File: config.mk
export PLATFORM = sky130hd
export DESIGN_NAME = orbc_top
export DESIGN_NICKNAME = d
export VERILOG_FILES = /design/src/rtl/orbc_pkg.sv /design/src/rtl/orbc_pwm_if.sv /design/src/rtl/orbc_brake_pwm.sv /design/src/rtl/orbc_top.sv
export SDC_FILE = /design/constraint.sdc
export NUM_CORES = 1
export LEC_CHECK = 0
export BUFFER_PORTS_ARGS = -buffer_cell sky130_fd_sc_hd__buf_2
export CAP_MARGIN = 20
export CORE_UTILIZATION = 30
export CTS_BUF_LIST = sky130_fd_sc_hd__clkbuf_16
export CTS_CLUSTER_SIZE = 20
export DETAILED_ROUTE_END_ITERATION = 10
export SKIP_CTS_REPAIR_TIMING = 1
export SYNTH_ARGS = -nofsm -noshare
export SYNTH_HDL_FRONTEND = slang
export SYNTH_SLANG_ARGS = --single-unit
export TNS_END_PERCENT = 10
File: constraint.sdc
create_clock -name clk -period 5.95 [get_ports clk]
set_input_delay 1.19 -clock clk [delete_from_list [all_inputs] [get_ports clk]]
set_output_delay 1.19 -clock clk [all_outputs]
set_load 0.02 [all_outputs]
File: src/rtl/orbc_pkg.sv
// constants and types for the output routing and brake control block
//
// Behaviour
// - source byte 00 gives constant one, 01 gives constant zero.
// - sources 02..08 give encoder step pulses divided by 1..64.
// - sources 09..0F give position step pulses divided by 1..64.
// - source 10 gives brake PWM, 11 gives inverted brake PWM.
// - with divider one, each single step makes exactly one pulse.
// - low byte picks the gating control bit; 0x80 means bit zero inverted.
// - automatic brake stays engaged outside the enabled power sequence.
// - config bit 2 set is automatic, cleared follows control bit 0.
// - enable: current on, delay, release brake, delay, operation enabled.
// - disable: stop motor, delay, engage brake, delay, current off.
// - in automatic mode the released brake carries PWM; frequency above 2000 Hz is refused.
// - duty is 2..100 percent; 100 holds the output on steadily.
// - routing acts only while routing enable is one.
// - routing word is 16 bits: high byte source, low byte gate bit.
// - bit 7 of the routing word inverts the gating sense.
package orbc_pkg;

    // ------------------------------------------------------------
    // timing
    // ------------------------------------------------------------
    localparam int CLK_NS = 4;
    localparam int CLK_HZ = 250_000_000;
    localparam int MS_NS = 1_000_000;
    localparam int MS_CYC = (MS_NS + CLK_NS - 1) / CLK_NS;
    localparam int DUTY_STEP = CLK_HZ / 100;

    // ------------------------------------------------------------
    // register map (byte addresses)
    // ------------------------------------------------------------
    localparam logic [7:0] A_CTRL = 8'h00;
    localparam logic [7:0] A_OCW = 8'h04;
    localparam logic [7:0] A_FREQ = 8'h08;
    localparam logic [7:0] A_DUTY = 8'h0C;
    localparam logic [7:0] A_DREL = 8'h10;
    localparam logic [7:0] A_DENG = 8'h14;
    localparam logic [7:0] A_ROUTE0 = 8'h18;
    localparam logic [7:0] A_STAT = 8'h28;
    localparam int N_OUT = 4;

    localparam int CTRL_ROUTE_EN_BIT = 0;
    localparam int CTRL_AUTO_BIT = 2;
    localparam int ROUTE_INV_BIT = 7;
    localparam int OCW_OUT_LSB = 16;

    localparam logic [31:0] CTRL_RST = 32'h0000_0000;
    localparam logic [15:0] FREQ_RST = 16'h03E8;
    localparam logic [6:0] DUTY_RST = 7'h64;
    localparam logic [15:0] FREQ_MAX = 16'h07D0;
    localparam logic [6:0] DUTY_MIN = 7'h02;
    localparam logic [6:0] DUTY_MAX = 7'h64;
    localparam logic [31:0] DELAY_RST = 32'h0000_0000;

    // ------------------------------------------------------------
    // routing sources
    // ------------------------------------------------------------
    localparam logic [7:0] SRC_ONE = 8'h00;
    localparam logic [7:0] SRC_ZERO = 8'h01;
    localparam logic [7:0] SRC_ENC_LO = 8'h02;
    localparam logic [7:0] SRC_ENC_HI = 8'h08;
    localparam logic [7:0] SRC_POS_LO = 8'h09;
    localparam logic [7:0] SRC_POS_HI = 8'h0F;
    localparam logic [7:0] SRC_PWM = 8'h10;
    localparam logic [7:0] SRC_PWM_N = 8'h11;

    typedef enum logic [2:0] {
        ST_OFF, ST_PRE_REL, ST_POST_REL, ST_OPEN, ST_PRE_ENG, ST_POST_ENG
    } orbc_seq_t;

endpackage

File: src/rtl/orbc_pwm_if.sv
// settings and waveform passed between the top and the brake PWM
`timescale 1ns/10ps
`default_nettype none
interface orbc_pwm_if;
    logic [15:0] freq;
    logic [6:0] duty;
    logic wave;
    modport ctrl (output freq, output duty, input wave);
    modport gen (input freq, input duty, output wave);
endinterface
`default_nettype wire

File: src/rtl/orbc_brake_pwm.sv
// brake PWM generator: phase accumulator wrapping at the clock rate
`timescale 1ns/10ps
`default_nettype none
module orbc_brake_pwm (
    input wire logic clk,
    input wire logic rst,
    orbc_pwm_if.gen pwm
);
    logic [31:0] acc_reg;
    logic [31:0] acc_sum;
    logic [15:0] freq_reg;
    logic [6:0] duty_reg;
    logic [31:0] thr_reg;
    logic wave_reg;

    assign acc_sum = acc_reg + {16'h0000, freq_reg};
    assign pwm.wave = wave_reg;

    // settings are taken at a period boundary, or at once while the frequency is zero,
    // so a write never produces a runt pulse
    always_ff @(posedge clk) begin
        if (rst) begin
            acc_reg <= 32'h0000_0000;
            freq_reg <= orbc_pkg::FREQ_RST;
            duty_reg <= orbc_pkg::DUTY_RST;
            thr_reg <= 32'h0000_0000;
        end else if (acc_sum >= 32'(orbc_pkg::CLK_HZ)) begin
            acc_reg <= acc_sum - 32'(orbc_pkg::CLK_HZ);
            freq_reg <= pwm.freq;
            duty_reg <= pwm.duty;
            thr_reg <= 32'(pwm.duty) * 32'(orbc_pkg::DUTY_STEP);
        end else begin
            acc_reg <= acc_sum;
            if (freq_reg == 16'h0000) begin
                freq_reg <= pwm.freq;
                duty_reg <= pwm.duty;
                thr_reg <= 32'(pwm.duty) * 32'(orbc_pkg::DUTY_STEP);
            end
        end
    end

    always_ff @(posedge clk) begin
        if (rst) begin
            wave_reg <= 1'b0;
        end else if (duty_reg == orbc_pkg::DUTY_MAX) begin
            wave_reg <= 1'b1;
        end else begin
            wave_reg <= (acc_reg < thr_reg);
        end
    end
endmodule
`default_nettype wire

File: src/rtl/orbc_top.sv
// output routing and brake sequencing with an APB register file
//
// The register addresses and register access over APB were left to the implementer.
`timescale 1ns/10ps
`default_nettype none
module orbc_top #(
    parameter int MS_CYCLES = orbc_pkg::MS_CYC
) (
    input wire logic clk,
    input wire logic rst,
    input wire logic psel,
    input wire logic penable,
    input wire logic pwrite,
    input wire logic [7:0] paddr,
    input wire logic [31:0] pwdata,
    output logic [31:0] prdata,
    output logic pready,
    output logic pslverr,
    input wire logic enc_step,
    input wire logic pos_step,
    input wire logic enable_req,
    output logic [3:0] dout,
    output logic brake_out,
    output logic motor_current_on,
    output logic motor_stop,
    output logic op_enabled
);

    // ------------------------------------------------------------
    // helpers
    // ------------------------------------------------------------
    // pulse when a step wraps the low k bits of the step counter
    function automatic logic div_pulse(input logic [5:0] cnt,
                                       input logic step,
                                       input logic [2:0] k);
        logic [5:0] mask;
        mask = 6'(7'h01 << k) - 6'h01;
        div_pulse = step && ((cnt & mask) == mask);
    endfunction

    function automatic logic in_range(input logic [7:0] v,
                                      input logic [7:0] lo,
                                      input logic [7:0] hi);
        in_range = (v >= lo) && (v <= hi);
    endfunction

    // ------------------------------------------------------------
    // registers
    // ------------------------------------------------------------
    logic [31:0] ctrl_reg;
    logic [31:0] ocw_reg;
    logic [15:0] freq_reg;
    logic [6:0] duty_reg;
    logic [31:0] drel_reg;
    logic [31:0] deng_reg;
    logic [15:0] route_reg [orbc_pkg::N_OUT];
    logic [31:0] prdata_reg;
    logic pready_reg;
    logic pslverr_reg;
    logic [31:0] rd_next;
    logic hit_next;
    logic wr_en;
    logic route_en;
    logic auto_mode;

    orbc_pkg::orbc_seq_t seq_reg;
    logic [15:0] ms_left_reg;
    logic [31:0] pre_cnt_reg;
    logic tmr_start_reg;
    logic ms_tick;
    logic brake_rel_reg;
    logic cur_on_reg;
    logic stop_reg;
    logic op_en_reg;

    logic [5:0] enc_cnt_reg;
    logic [5:0] pos_cnt_reg;
    logic [3:0] dout_reg;
    logic [3:0] dout_next;
    logic [3:0] gate_w;
    logic brake_reg;

    orbc_pwm_if pwm_bus ();

    assign wr_en = psel && penable && pready_reg && pwrite;
    assign route_en = ctrl_reg[orbc_pkg::CTRL_ROUTE_EN_BIT];
    assign auto_mode = ctrl_reg[orbc_pkg::CTRL_AUTO_BIT];
    assign pwm_bus.freq = freq_reg;
    assign pwm_bus.duty = duty_reg;

    orbc_brake_pwm u_pwm (
        .clk(clk),
        .rst(rst),
        .pwm(pwm_bus)
    );

    // ------------------------------------------------------------
    // apb slave
    // ------------------------------------------------------------
    always_comb begin
        rd_next = 32'h0000_0000;
        hit_next = 1'b1;
        case (paddr)
            orbc_pkg::A_CTRL: rd_next = ctrl_reg;
            orbc_pkg::A_OCW: rd_next = ocw_reg;
            orbc_pkg::A_FREQ: rd_next = {16'h0000, freq_reg};
            orbc_pkg::A_DUTY: rd_next = {25'h0000000, duty_reg};
            orbc_pkg::A_DREL: rd_next = drel_reg;
            orbc_pkg::A_DENG: rd_next = deng_reg;
            orbc_pkg::A_ROUTE0: rd_next = {16'h0000, route_reg[0]};
            orbc_pkg::A_ROUTE0 + 8'h04: rd_next = {16'h0000, route_reg[1]};
            orbc_pkg::A_ROUTE0 + 8'h08: rd_next = {16'h0000, route_reg[2]};
            orbc_pkg::A_ROUTE0 + 8'h0C: rd_next = {16'h0000, route_reg[3]};
            orbc_pkg::A_STAT: rd_next = {16'h0000, ms_left_reg} |
                {4'h0, brake_reg, op_en_reg, stop_reg, cur_on_reg,
                 brake_rel_reg, seq_reg, dout_reg, 16'h0000};
            default: hit_next = 1'b0;
        endcase
    end

    // answer in the first access cycle; read data is sampled in setup
    always_ff @(posedge clk) begin
        if (rst) begin
            pready_reg <= 1'b0;
            pslverr_reg <= 1'b0;
            prdata_reg <= 32'h0000_0000;
        end else begin
            pready_reg <= psel && !penable;
            pslverr_reg <= psel && !penable && !hit_next;
            if (psel && !penable) begin
                prdata_reg <= pwrite ? 32'h0000_0000 : rd_next;
            end
        end
    end

    always_ff @(posedge clk) begin
        if (rst) begin
            ctrl_reg <= orbc_pkg::CTRL_RST;
            ocw_reg <= 32'h0000_0000;
            drel_reg <= orbc_pkg::DELAY_RST;
            deng_reg <= orbc_pkg::DELAY_RST;
        end else if (wr_en) begin
            case (paddr)
                orbc_pkg::A_CTRL: ctrl_reg <= pwdata;
                orbc_pkg::A_OCW: ocw_reg <= pwdata;
                orbc_pkg::A_DREL: drel_reg <= pwdata;
                orbc_pkg::A_DENG: deng_reg <= pwdata;
                default: ;
            endcase
        end
    end

    // out-of-range settings are dropped, the old value stays
    always_ff @(posedge clk) begin
        if (rst) begin
            freq_reg <= orbc_pkg::FREQ_RST;
            duty_reg <= orbc_pkg::DUTY_RST;
        end else if (wr_en) begin
            if (paddr == orbc_pkg::A_FREQ &&
                pwdata <= {16'h0000, orbc_pkg::FREQ_MAX}) begin
                freq_reg <= pwdata[15:0];
            end
            if (paddr == orbc_pkg::A_DUTY &&
                pwdata >= {25'h0000000, orbc_pkg::DUTY_MIN} &&
                pwdata <= {25'h0000000, orbc_pkg::DUTY_MAX}) begin
                duty_reg <= pwdata[6:0];
            end
        end
    end

    always_ff @(posedge clk) begin
        if (rst) begin
            for (int i = 0; i < orbc_pkg::N_OUT; i++) begin
                route_reg[i] <= 16'h0000;
            end
        end else if (wr_en) begin
            for (int i = 0; i < orbc_pkg::N_OUT; i++) begin
                if (paddr == orbc_pkg::A_ROUTE0 + 8'(4 * i)) begin
                    route_reg[i] <= pwdata[15:0];
                end
            end
        end
    end

    // ------------------------------------------------------------
    // millisecond time base
    // ------------------------------------------------------------
    assign ms_tick = (pre_cnt_reg == 32'(MS_CYCLES - 1));

    always_ff @(posedge clk) begin
        if (rst || tmr_start_reg || ms_tick) begin
            pre_cnt_reg <= 32'h0000_0000;
        end else begin
            pre_cnt_reg <= pre_cnt_reg + 32'h0000_0001;
        end
    end

    // ------------------------------------------------------------
    // power and brake sequence
    // ------------------------------------------------------------
    always_ff @(posedge clk) begin
        if (rst) begin
            seq_reg <= orbc_pkg::ST_OFF;
            ms_left_reg <= 16'h0000;
            tmr_start_reg <= 1'b0;
            brake_rel_reg <= 1'b0;
            cur_on_reg <= 1'b0;
            stop_reg <= 1'b0;
            op_en_reg <= 1'b0;
        end else begin
            tmr_start_reg <= 1'b0;
            if (ms_tick && ms_left_reg != 16'h0000) begin
                ms_left_reg <= ms_left_reg - 16'h0001;
            end
            case (seq_reg)
                orbc_pkg::ST_OFF: begin
                    if (enable_req) begin
                        cur_on_reg <= 1'b1;
                        ms_left_reg <= drel_reg[15:0];
                        tmr_start_reg <= 1'b1;
                        seq_reg <= orbc_pkg::ST_PRE_REL;
                    end
                end
                orbc_pkg::ST_PRE_REL, orbc_pkg::ST_POST_REL,
                orbc_pkg::ST_OPEN: begin
                    if (!enable_req) begin
                        stop_reg <= 1'b1;
                        op_en_reg <= 1'b0;
                        ms_left_reg <= deng_reg[15:0];
                        tmr_start_reg <= 1'b1;
                        seq_reg <= orbc_pkg::ST_PRE_ENG;
                    end else if (seq_reg == orbc_pkg::ST_PRE_REL &&
                                 ms_left_reg == 16'h0000) begin
                        brake_rel_reg <= 1'b1;
                        ms_left_reg <= drel_reg[31:16];
                        tmr_start_reg <= 1'b1;
                        seq_reg <= orbc_pkg::ST_POST_REL;
                    end else if (seq_reg == orbc_pkg::ST_POST_REL &&
                                 ms_left_reg == 16'h0000) begin
                        op_en_reg <= 1'b1;
                        seq_reg <= orbc_pkg::ST_OPEN;
                    end
                end
                orbc_pkg::ST_PRE_ENG: begin
                    if (ms_left_reg == 16'h0000) begin
                        brake_rel_reg <= 1'b0;
                        ms_left_reg <= deng_reg[31:16];
                        tmr_start_reg <= 1'b1;
                        seq_reg <= orbc_pkg::ST_POST_ENG;
                    end
                end
                orbc_pkg::ST_POST_ENG: begin
                    if (ms_left_reg == 16'h0000) begin
                        cur_on_reg <= 1'b0;
                        stop_reg <= 1'b0;
                        seq_reg <= orbc_pkg::ST_OFF;
                    end
                end
                default: seq_reg <= orbc_pkg::ST_OFF;
            endcase
        end
    end

    // brake pin: in automatic mode engaged unless the sequence released it, otherwise follows ocw_reg bit 0
    always_ff @(posedge clk) begin
        if (rst) begin
            brake_reg <= 1'b0;
        end else if (auto_mode) begin
            brake_reg <= brake_rel_reg && pwm_bus.wave;
        end else begin
            brake_reg <= ocw_reg[0];
        end
    end

    // ------------------------------------------------------------
    // output routing
    // ------------------------------------------------------------
    always_ff @(posedge clk) begin
        if (rst) begin
            enc_cnt_reg <= 6'h00;
            pos_cnt_reg <= 6'h00;
        end else begin
            if (enc_step) enc_cnt_reg <= enc_cnt_reg + 6'h01;
            if (pos_step) pos_cnt_reg <= pos_cnt_reg + 6'h01;
        end
    end

    always_comb begin
        logic [7:0] src;
        logic sig;
        src = 8'h00;
        sig = 1'b0;
        gate_w = 4'h0;
        dout_next = 4'h0;
        for (int i = 0; i < orbc_pkg::N_OUT; i++) begin
            src = route_reg[i][15:8];
            gate_w[i] = ocw_reg[route_reg[i][4:0]] ^
                route_reg[i][orbc_pkg::ROUTE_INV_BIT];
            if (src == orbc_pkg::SRC_ONE) begin
                sig = 1'b1;
            end else if (in_range(src, orbc_pkg::SRC_ENC_LO,
                                  orbc_pkg::SRC_ENC_HI)) begin
                sig = div_pulse(enc_cnt_reg, enc_step,
                    3'(src - orbc_pkg::SRC_ENC_LO));
            end else if (in_range(src, orbc_pkg::SRC_POS_LO,
                                  orbc_pkg::SRC_POS_HI)) begin
                sig = div_pulse(pos_cnt_reg, pos_step,
                    3'(src - orbc_pkg::SRC_POS_LO));
            end else if (src == orbc_pkg::SRC_PWM) begin
                sig = pwm_bus.wave;
            end else if (src == orbc_pkg::SRC_PWM_N) begin
                sig = !pwm_bus.wave;
            end else begin
                sig = 1'b0;
            end
            if (route_en) begin
                dout_next[i] = gate_w[i] && sig;
            end else begin
                dout_next[i] = ocw_reg[orbc_pkg::OCW_OUT_LSB + i];
            end
        end
    end

    always_ff @(posedge clk) begin
        if (rst) begin
            dout_reg <= 4'h0;
        end else begin
            dout_reg <= dout_next;
        end
    end

    assign prdata = prdata_reg;
    assign pready = pready_reg;
    assign pslverr = pslverr_reg;
    assign dout = dout_reg;
    assign brake_out = brake_reg;
    assign motor_current_on = cur_on_reg;
    assign motor_stop = stop_reg;
    assign op_enabled = op_en_reg;
endmodule
`default_nettype wire

Word level (Yosys, flattened, before mapping) --
Memory sizes are Yosys's and may differ from the RTL's. Index checks and enable logic that the tools add are counted.
Word-level totals: bits in writable memories 64, memories 1, logic and storage cells 300, output and inout port bits 42, bits of input ports 48, bits in registers 338
Memories:
- route_reg | words 4, width 16, read ports 4, clocked after Yosys merged registers in 0, wr ports 4, line orbc_top.sv:56 | logic [15:0] route_reg [orbc_pkg::N_OUT];
Cells by class: $mul 1, magnitude comparators 25, muxes and demuxes 95, shifts and indexed selects 8, reductions and logical operators 63, equal/unequal tests 42, $add $sub $neg 22, bitwise logic cells 17
Operators with widths (number):
- case mux 32 bit (11 select lines) | 1
- 2-to-1 mux 16 bit | 11
- == test 8 x 5 -> 1 bit, second input constant | 12
- <= comparator 8 x 4 -> 1 bit, second input constant | 8
- 2-to-1 mux 32 bit | 2
- 2-to-1 mux 1 bit | 61
- 2-to-1 mux 29 bit | 2
- bitwise AND 6 bit | 8
- == test 6 bit | 8
- case mux 16 bit (3 select lines) | 1
- << shifter 1 x 3 -> 6 bit, first input constant | 8
- subtractor 6 x 1 -> 6 bit, second input constant | 8
- logical NOT 8 bit | 5
- adder 32 x 1 -> 32 bit, second input constant | 1
- adder 32 x 16 -> 32 bit | 1
- == test 32 x 18 -> 1 bit, second input constant | 1
- >= comparator 32 x 2 -> 1 bit, second input constant | 1
- >= comparator 32 x 28 -> 1 bit, second input constant | 1
- >= comparator 8 x 2 -> 1 bit, second input constant | 4
- >= comparator 8 x 4 -> 1 bit, second input constant | 4
- <= comparator 32 x 11 -> 1 bit, second input constant | 1
- <= comparator 32 x 7 -> 1 bit, second input constant | 1
- logical AND 1 bit | 32
- logical NOT 16 bit | 2
- other kinds (37) | 89

Depth between registers and ports, before layout --
An unclocked memory read counts as a cell.
depth after elaboration 12, mapped depth 17, depth with buffers taken out 17

Modules after synthesis --
From an unflattened synthesis, not the netlist that was laid out.
Unflattened totals: cells, all modules 2891, area total of the unflattened synthesis 24279.5 sq um
By module, submodules not included:
- orbc_top | sequential area each 7086.8 sq um, cells each 2063, times used 1, area an instance 17359.1 sq um
- orbc_brake_pwm | sequential area each 1561.5 sq um, cells each 828, times used 1, area an instance 6920.4 sq um

Worst setup path before layout --
No wires, ideal clock.
path type register to register, start point register duty_reg[5], end point register u_pwm.thr_reg[25], library setup time 131 ps, path slack 1716 ps, stages on the path, launching flop included 17, arrival 4104 ps, path buffers 0, clock period less this slack 4234 ps, required time 5819 ps, cell sequence dfxtp_1 inv_1 ha_1 fa_1 inv_1 ha_1 fa_1 ha_1 a21o_1 a2111oi_0 o21ai_0 nand3_1 o211ai_1 a31o_2 a21oi_1 xor2_1 o31ai_1
Between the ends: word-level cells in the longest chain between the ends 3
Ends and longest elaborated chain:
- from (decl) | line orbc_top.sv:53 | logic [6:0] duty_reg;
- from (signal assigned) | line orbc_top.sv:157 | duty_reg <= orbc_pkg::DUTY_RST;
- from (signal assigned) | line orbc_top.sv:166 | duty_reg <= pwdata[6:0];
- multiplier 7 x 17 -> 24 bit (*) | line orbc_brake_pwm.sv:31, orbc_brake_pwm.sv:37
- 2-to-1 mux 29 bit | line orbc_brake_pwm.sv:34 | if (freq_reg == 16'h0000) begin
- 2-to-1 mux 29 bit (*) | line orbc_brake_pwm.sv:27 | end else if (acc_sum >= 32'(orbc_pkg::CLK_HZ)) begin
- to (signal assigned) | line orbc_brake_pwm.sv:31 | thr_reg <= 32'(pwm.duty) * 32'(orbc_pkg::DUTY_STEP);
- to (signal assigned) | line orbc_brake_pwm.sv:37 | thr_reg <= 32'(pwm.duty) * 32'(orbc_pkg::DUTY_STEP);
- to (decl) | line orbc_brake_pwm.sv:13 | logic [31:0] thr_reg;
Every way passes the cells marked *; elsewhere a longest branch is shown, timed or not. The select of a mux whose other input is x is not followed. A chain may end at the register's enable or synchronous reset.

Worst setup path after layout --
start point register duty_reg[5], end point register u_pwm.thr_reg[27]
Same word-level chain as after synthesis.

==> qor.yml <==
routed_wl_um: 74700
nets: 2838
ant_nets: 0
grt_pass1_vias: 18883
endpoint_kind: "flop"
finalNonFillerCells: 3662
final_area_sq_um: 25700
synth_edf_count: 64
drt-initial-drc-count: 2404
fin_crit_sh_pct: 78.7
area_growth_pct: 12.4
syn-instance-count: 2660
leakagePower_nw: 9.35
worstPathMaxFanout: 10
fin_crit_ns: 4.68
max_freq_ghz: 0.214
num_rows: 100
ios: 90
clock-sinks: 400
finalHoldViolCount: 0
clk_latency_ns: 0.59
die_h_um: 278
worst_pin_slew_ns: 1.15
finalSetupViolCount: 0
synth_top_area_share_pct: 29.4
overflow: 0
p_total_w: 0.00795
grt_pass1_wl_um: 116000
synth_cell_types: 88
grt_max_degree: 98
clk_path_buf_depth: 3
seq_area_sq_um: 8650
first_pass_iters: 7
finalSetupTns_ns: 0
numCtsBuffers: 44
core_sq_um: 74900
synth.most_common_cell: "nand2_1"
synth_nets: 2842
synth_area_sq_um: 22800
startpoint_type: "flop"
drcViolationCount: 0
multi_input_area_sq_um: 13300
fill_cells: 7641
ys_ff_latch: 400
crit_type: "reg2reg"
largest_reg_flops: 64
dpl_cell_area_sq_um: 24200
relSlewSlack_pct: 23.0
dieArea_sq_um: 77300
final_max_slew_viol_count: 0
port_buffers: 89
htreeDepth: 2
clk_pin_slew_ns: 0.06
grt_util_all_layers_pct: 19.0
die_x_um: 278
synth_common_cells: "nand2_1, dfxtp_1, a21oi_1, nor2_1, clkbuf_1"
yosys_warnings: 0
antenna_found_initial: 1
synth_seq_area_share_pct: 37.9
start_util_pct: 30.5
critPathRequiredTime_ns: 6.38
finClkSkew_ns: 0.0264
cts_tree: "yes"
synthArstFlopShare_pct: 0
avgViaCountPerCell: 5.57
layout-drive-gt1-share_pct: 10.4
p_per_area_nw_per_um2: 310
synth_area_leaders: "dfxtp_1, edfxtp_1, a21oi_1"
dp_cells: 3577
ys.flop_type: "dfxtp_1"
clockRootBuffer: "clkbuf_16"
rsz0062_at_grt: "no"
avgSynthCellArea_sq_um: 8.59
gp_congestion: 0.923
holdWs_ns: 0.447
synth_top_area_cell: "dfxtp_1"
maxCapViolations: 0
ir_drop_mv: 0.198
status: "complete, no violations"
cp_data_arrival_time_ns: 5.11
hold_path_class: "reg2reg"
avgRoutedWirePerCell_um: 20.4
hpwlAfterDp_um: 52300
vias: 20405
==> layout make-up <==
class | count | area share [%]
Inverter | 98 | 1.43
Clock inverter | 35 | 1.17
Timing Repair Buffer | 122 | 2.77
Sequential cell | 400 | 33.7
Antenna cell | 1 | 0.00975
Tap cell | 969 | 4.72
Clock buffer | 47 | 4.58
Multi-Input combinational cell | 1990 | 51.6
==> cells by family after synthesis <==
group	share of synthesized area [%]
simple gates	20.3
flops	37.9
buf+inv	4.67
fa+ha+maj	7.87
xor+xnor	3.94
compound gates	20.0
mux	5.36
==> stage by stage <==
stage	util [%]	worst slack [ns]
4_1_cts	34.2	1.28
6_report	34.3	1.27
2_1_floorplan	-	1.72
3_3_place_gp	32.2	1.36
3_5_place_dp	32.2	1.31
5_1_grt	34.2	0.852
==> final timing paths <==
| path | cells after the start | end | startpoint | slack, ns |
|---|---|---|---|---|
| setup / recovery | 17 | u_pwm.thr_reg[27] | duty_reg[5] | 1.27 |
| hold / removal | 1 | pre_cnt_reg[0] | pre_cnt_reg[0] | 0.45 |
| hold reg to reg | 1 | pre_cnt_reg[0] | pre_cnt_reg[0] | 0.45 |
| setup reg to reg | 17 | u_pwm.thr_reg[27] | duty_reg[5] | 1.27 |
==> critical path, stage by stage, from the launching register on <==
cell and delay [ns]:
dfxtp_1 0.58, inv_1 0.12, ha_1 0.38, fa_1 0.51, inv_1 0.04, ha_1 0.31
fa_1 0.47, ha_1 0.37, a21o_1 0.21, a2111oi_0 0.39, o21ai_0 0.20, nand3_1 0.17
o211ai_1 0.12, nand2_1 0.12, o2111ai_1 0.13, a21oi_1 0.18, xor2_1 0.16, o31ai_1 0.07
==> layer usage <==
| layer | track usage, % | routed length (um) |
|---|---|---|
| met4 | 6.74 | 2350 |
| met3 | 3.07 | 6380 |
| met5 | 0 | 0 |
| met2 | 28.2 | 32200 |
| met1 | 27.6 | 33900 |
==> cells in the final DEF (no fill, tap or decap), types with 17 or more instances in the layout <==
master	instances
o22ai_1	17
buf_2	88
or3_1	20
mux4_2	40
buf_4	31
and3_1	17
nand2b_1	17
inv_1	109
a31oi_1	23
clkbuf_16	47
nor4_1	31
a22oi_1	44
nand4_1	22
edfxtp_1	64
and2_1	83
a21o_1	31
dfxtp_1	336
nor2_1	186
o21ai_0	53
ha_1	118
a221oi_1	28
nand2_1	394
nor3_1	49
mux2i_1	30
a22o_1	25
a21oi_1	298
xor2_1	44
xnor2_1	57
a222oi_1	35
nand3_1	93
==> power breakdown <==
| part | leakage, nW | switching, W | total [W] | internal [W] |
|---|---|---|---|---|
| registers | 3.41 | 0.000202 | 0.00312 | 0.00292 |
| logic | 5.18 | 0.00125 | 0.00203 | 0.000781 |
| clock network | 0.768 | 0.00120 | 0.00281 | 0.00161 |
| total | 9.35 | 0.00265 | 0.00795 | 0.00531 |
(Power assumes the default switching activity.)
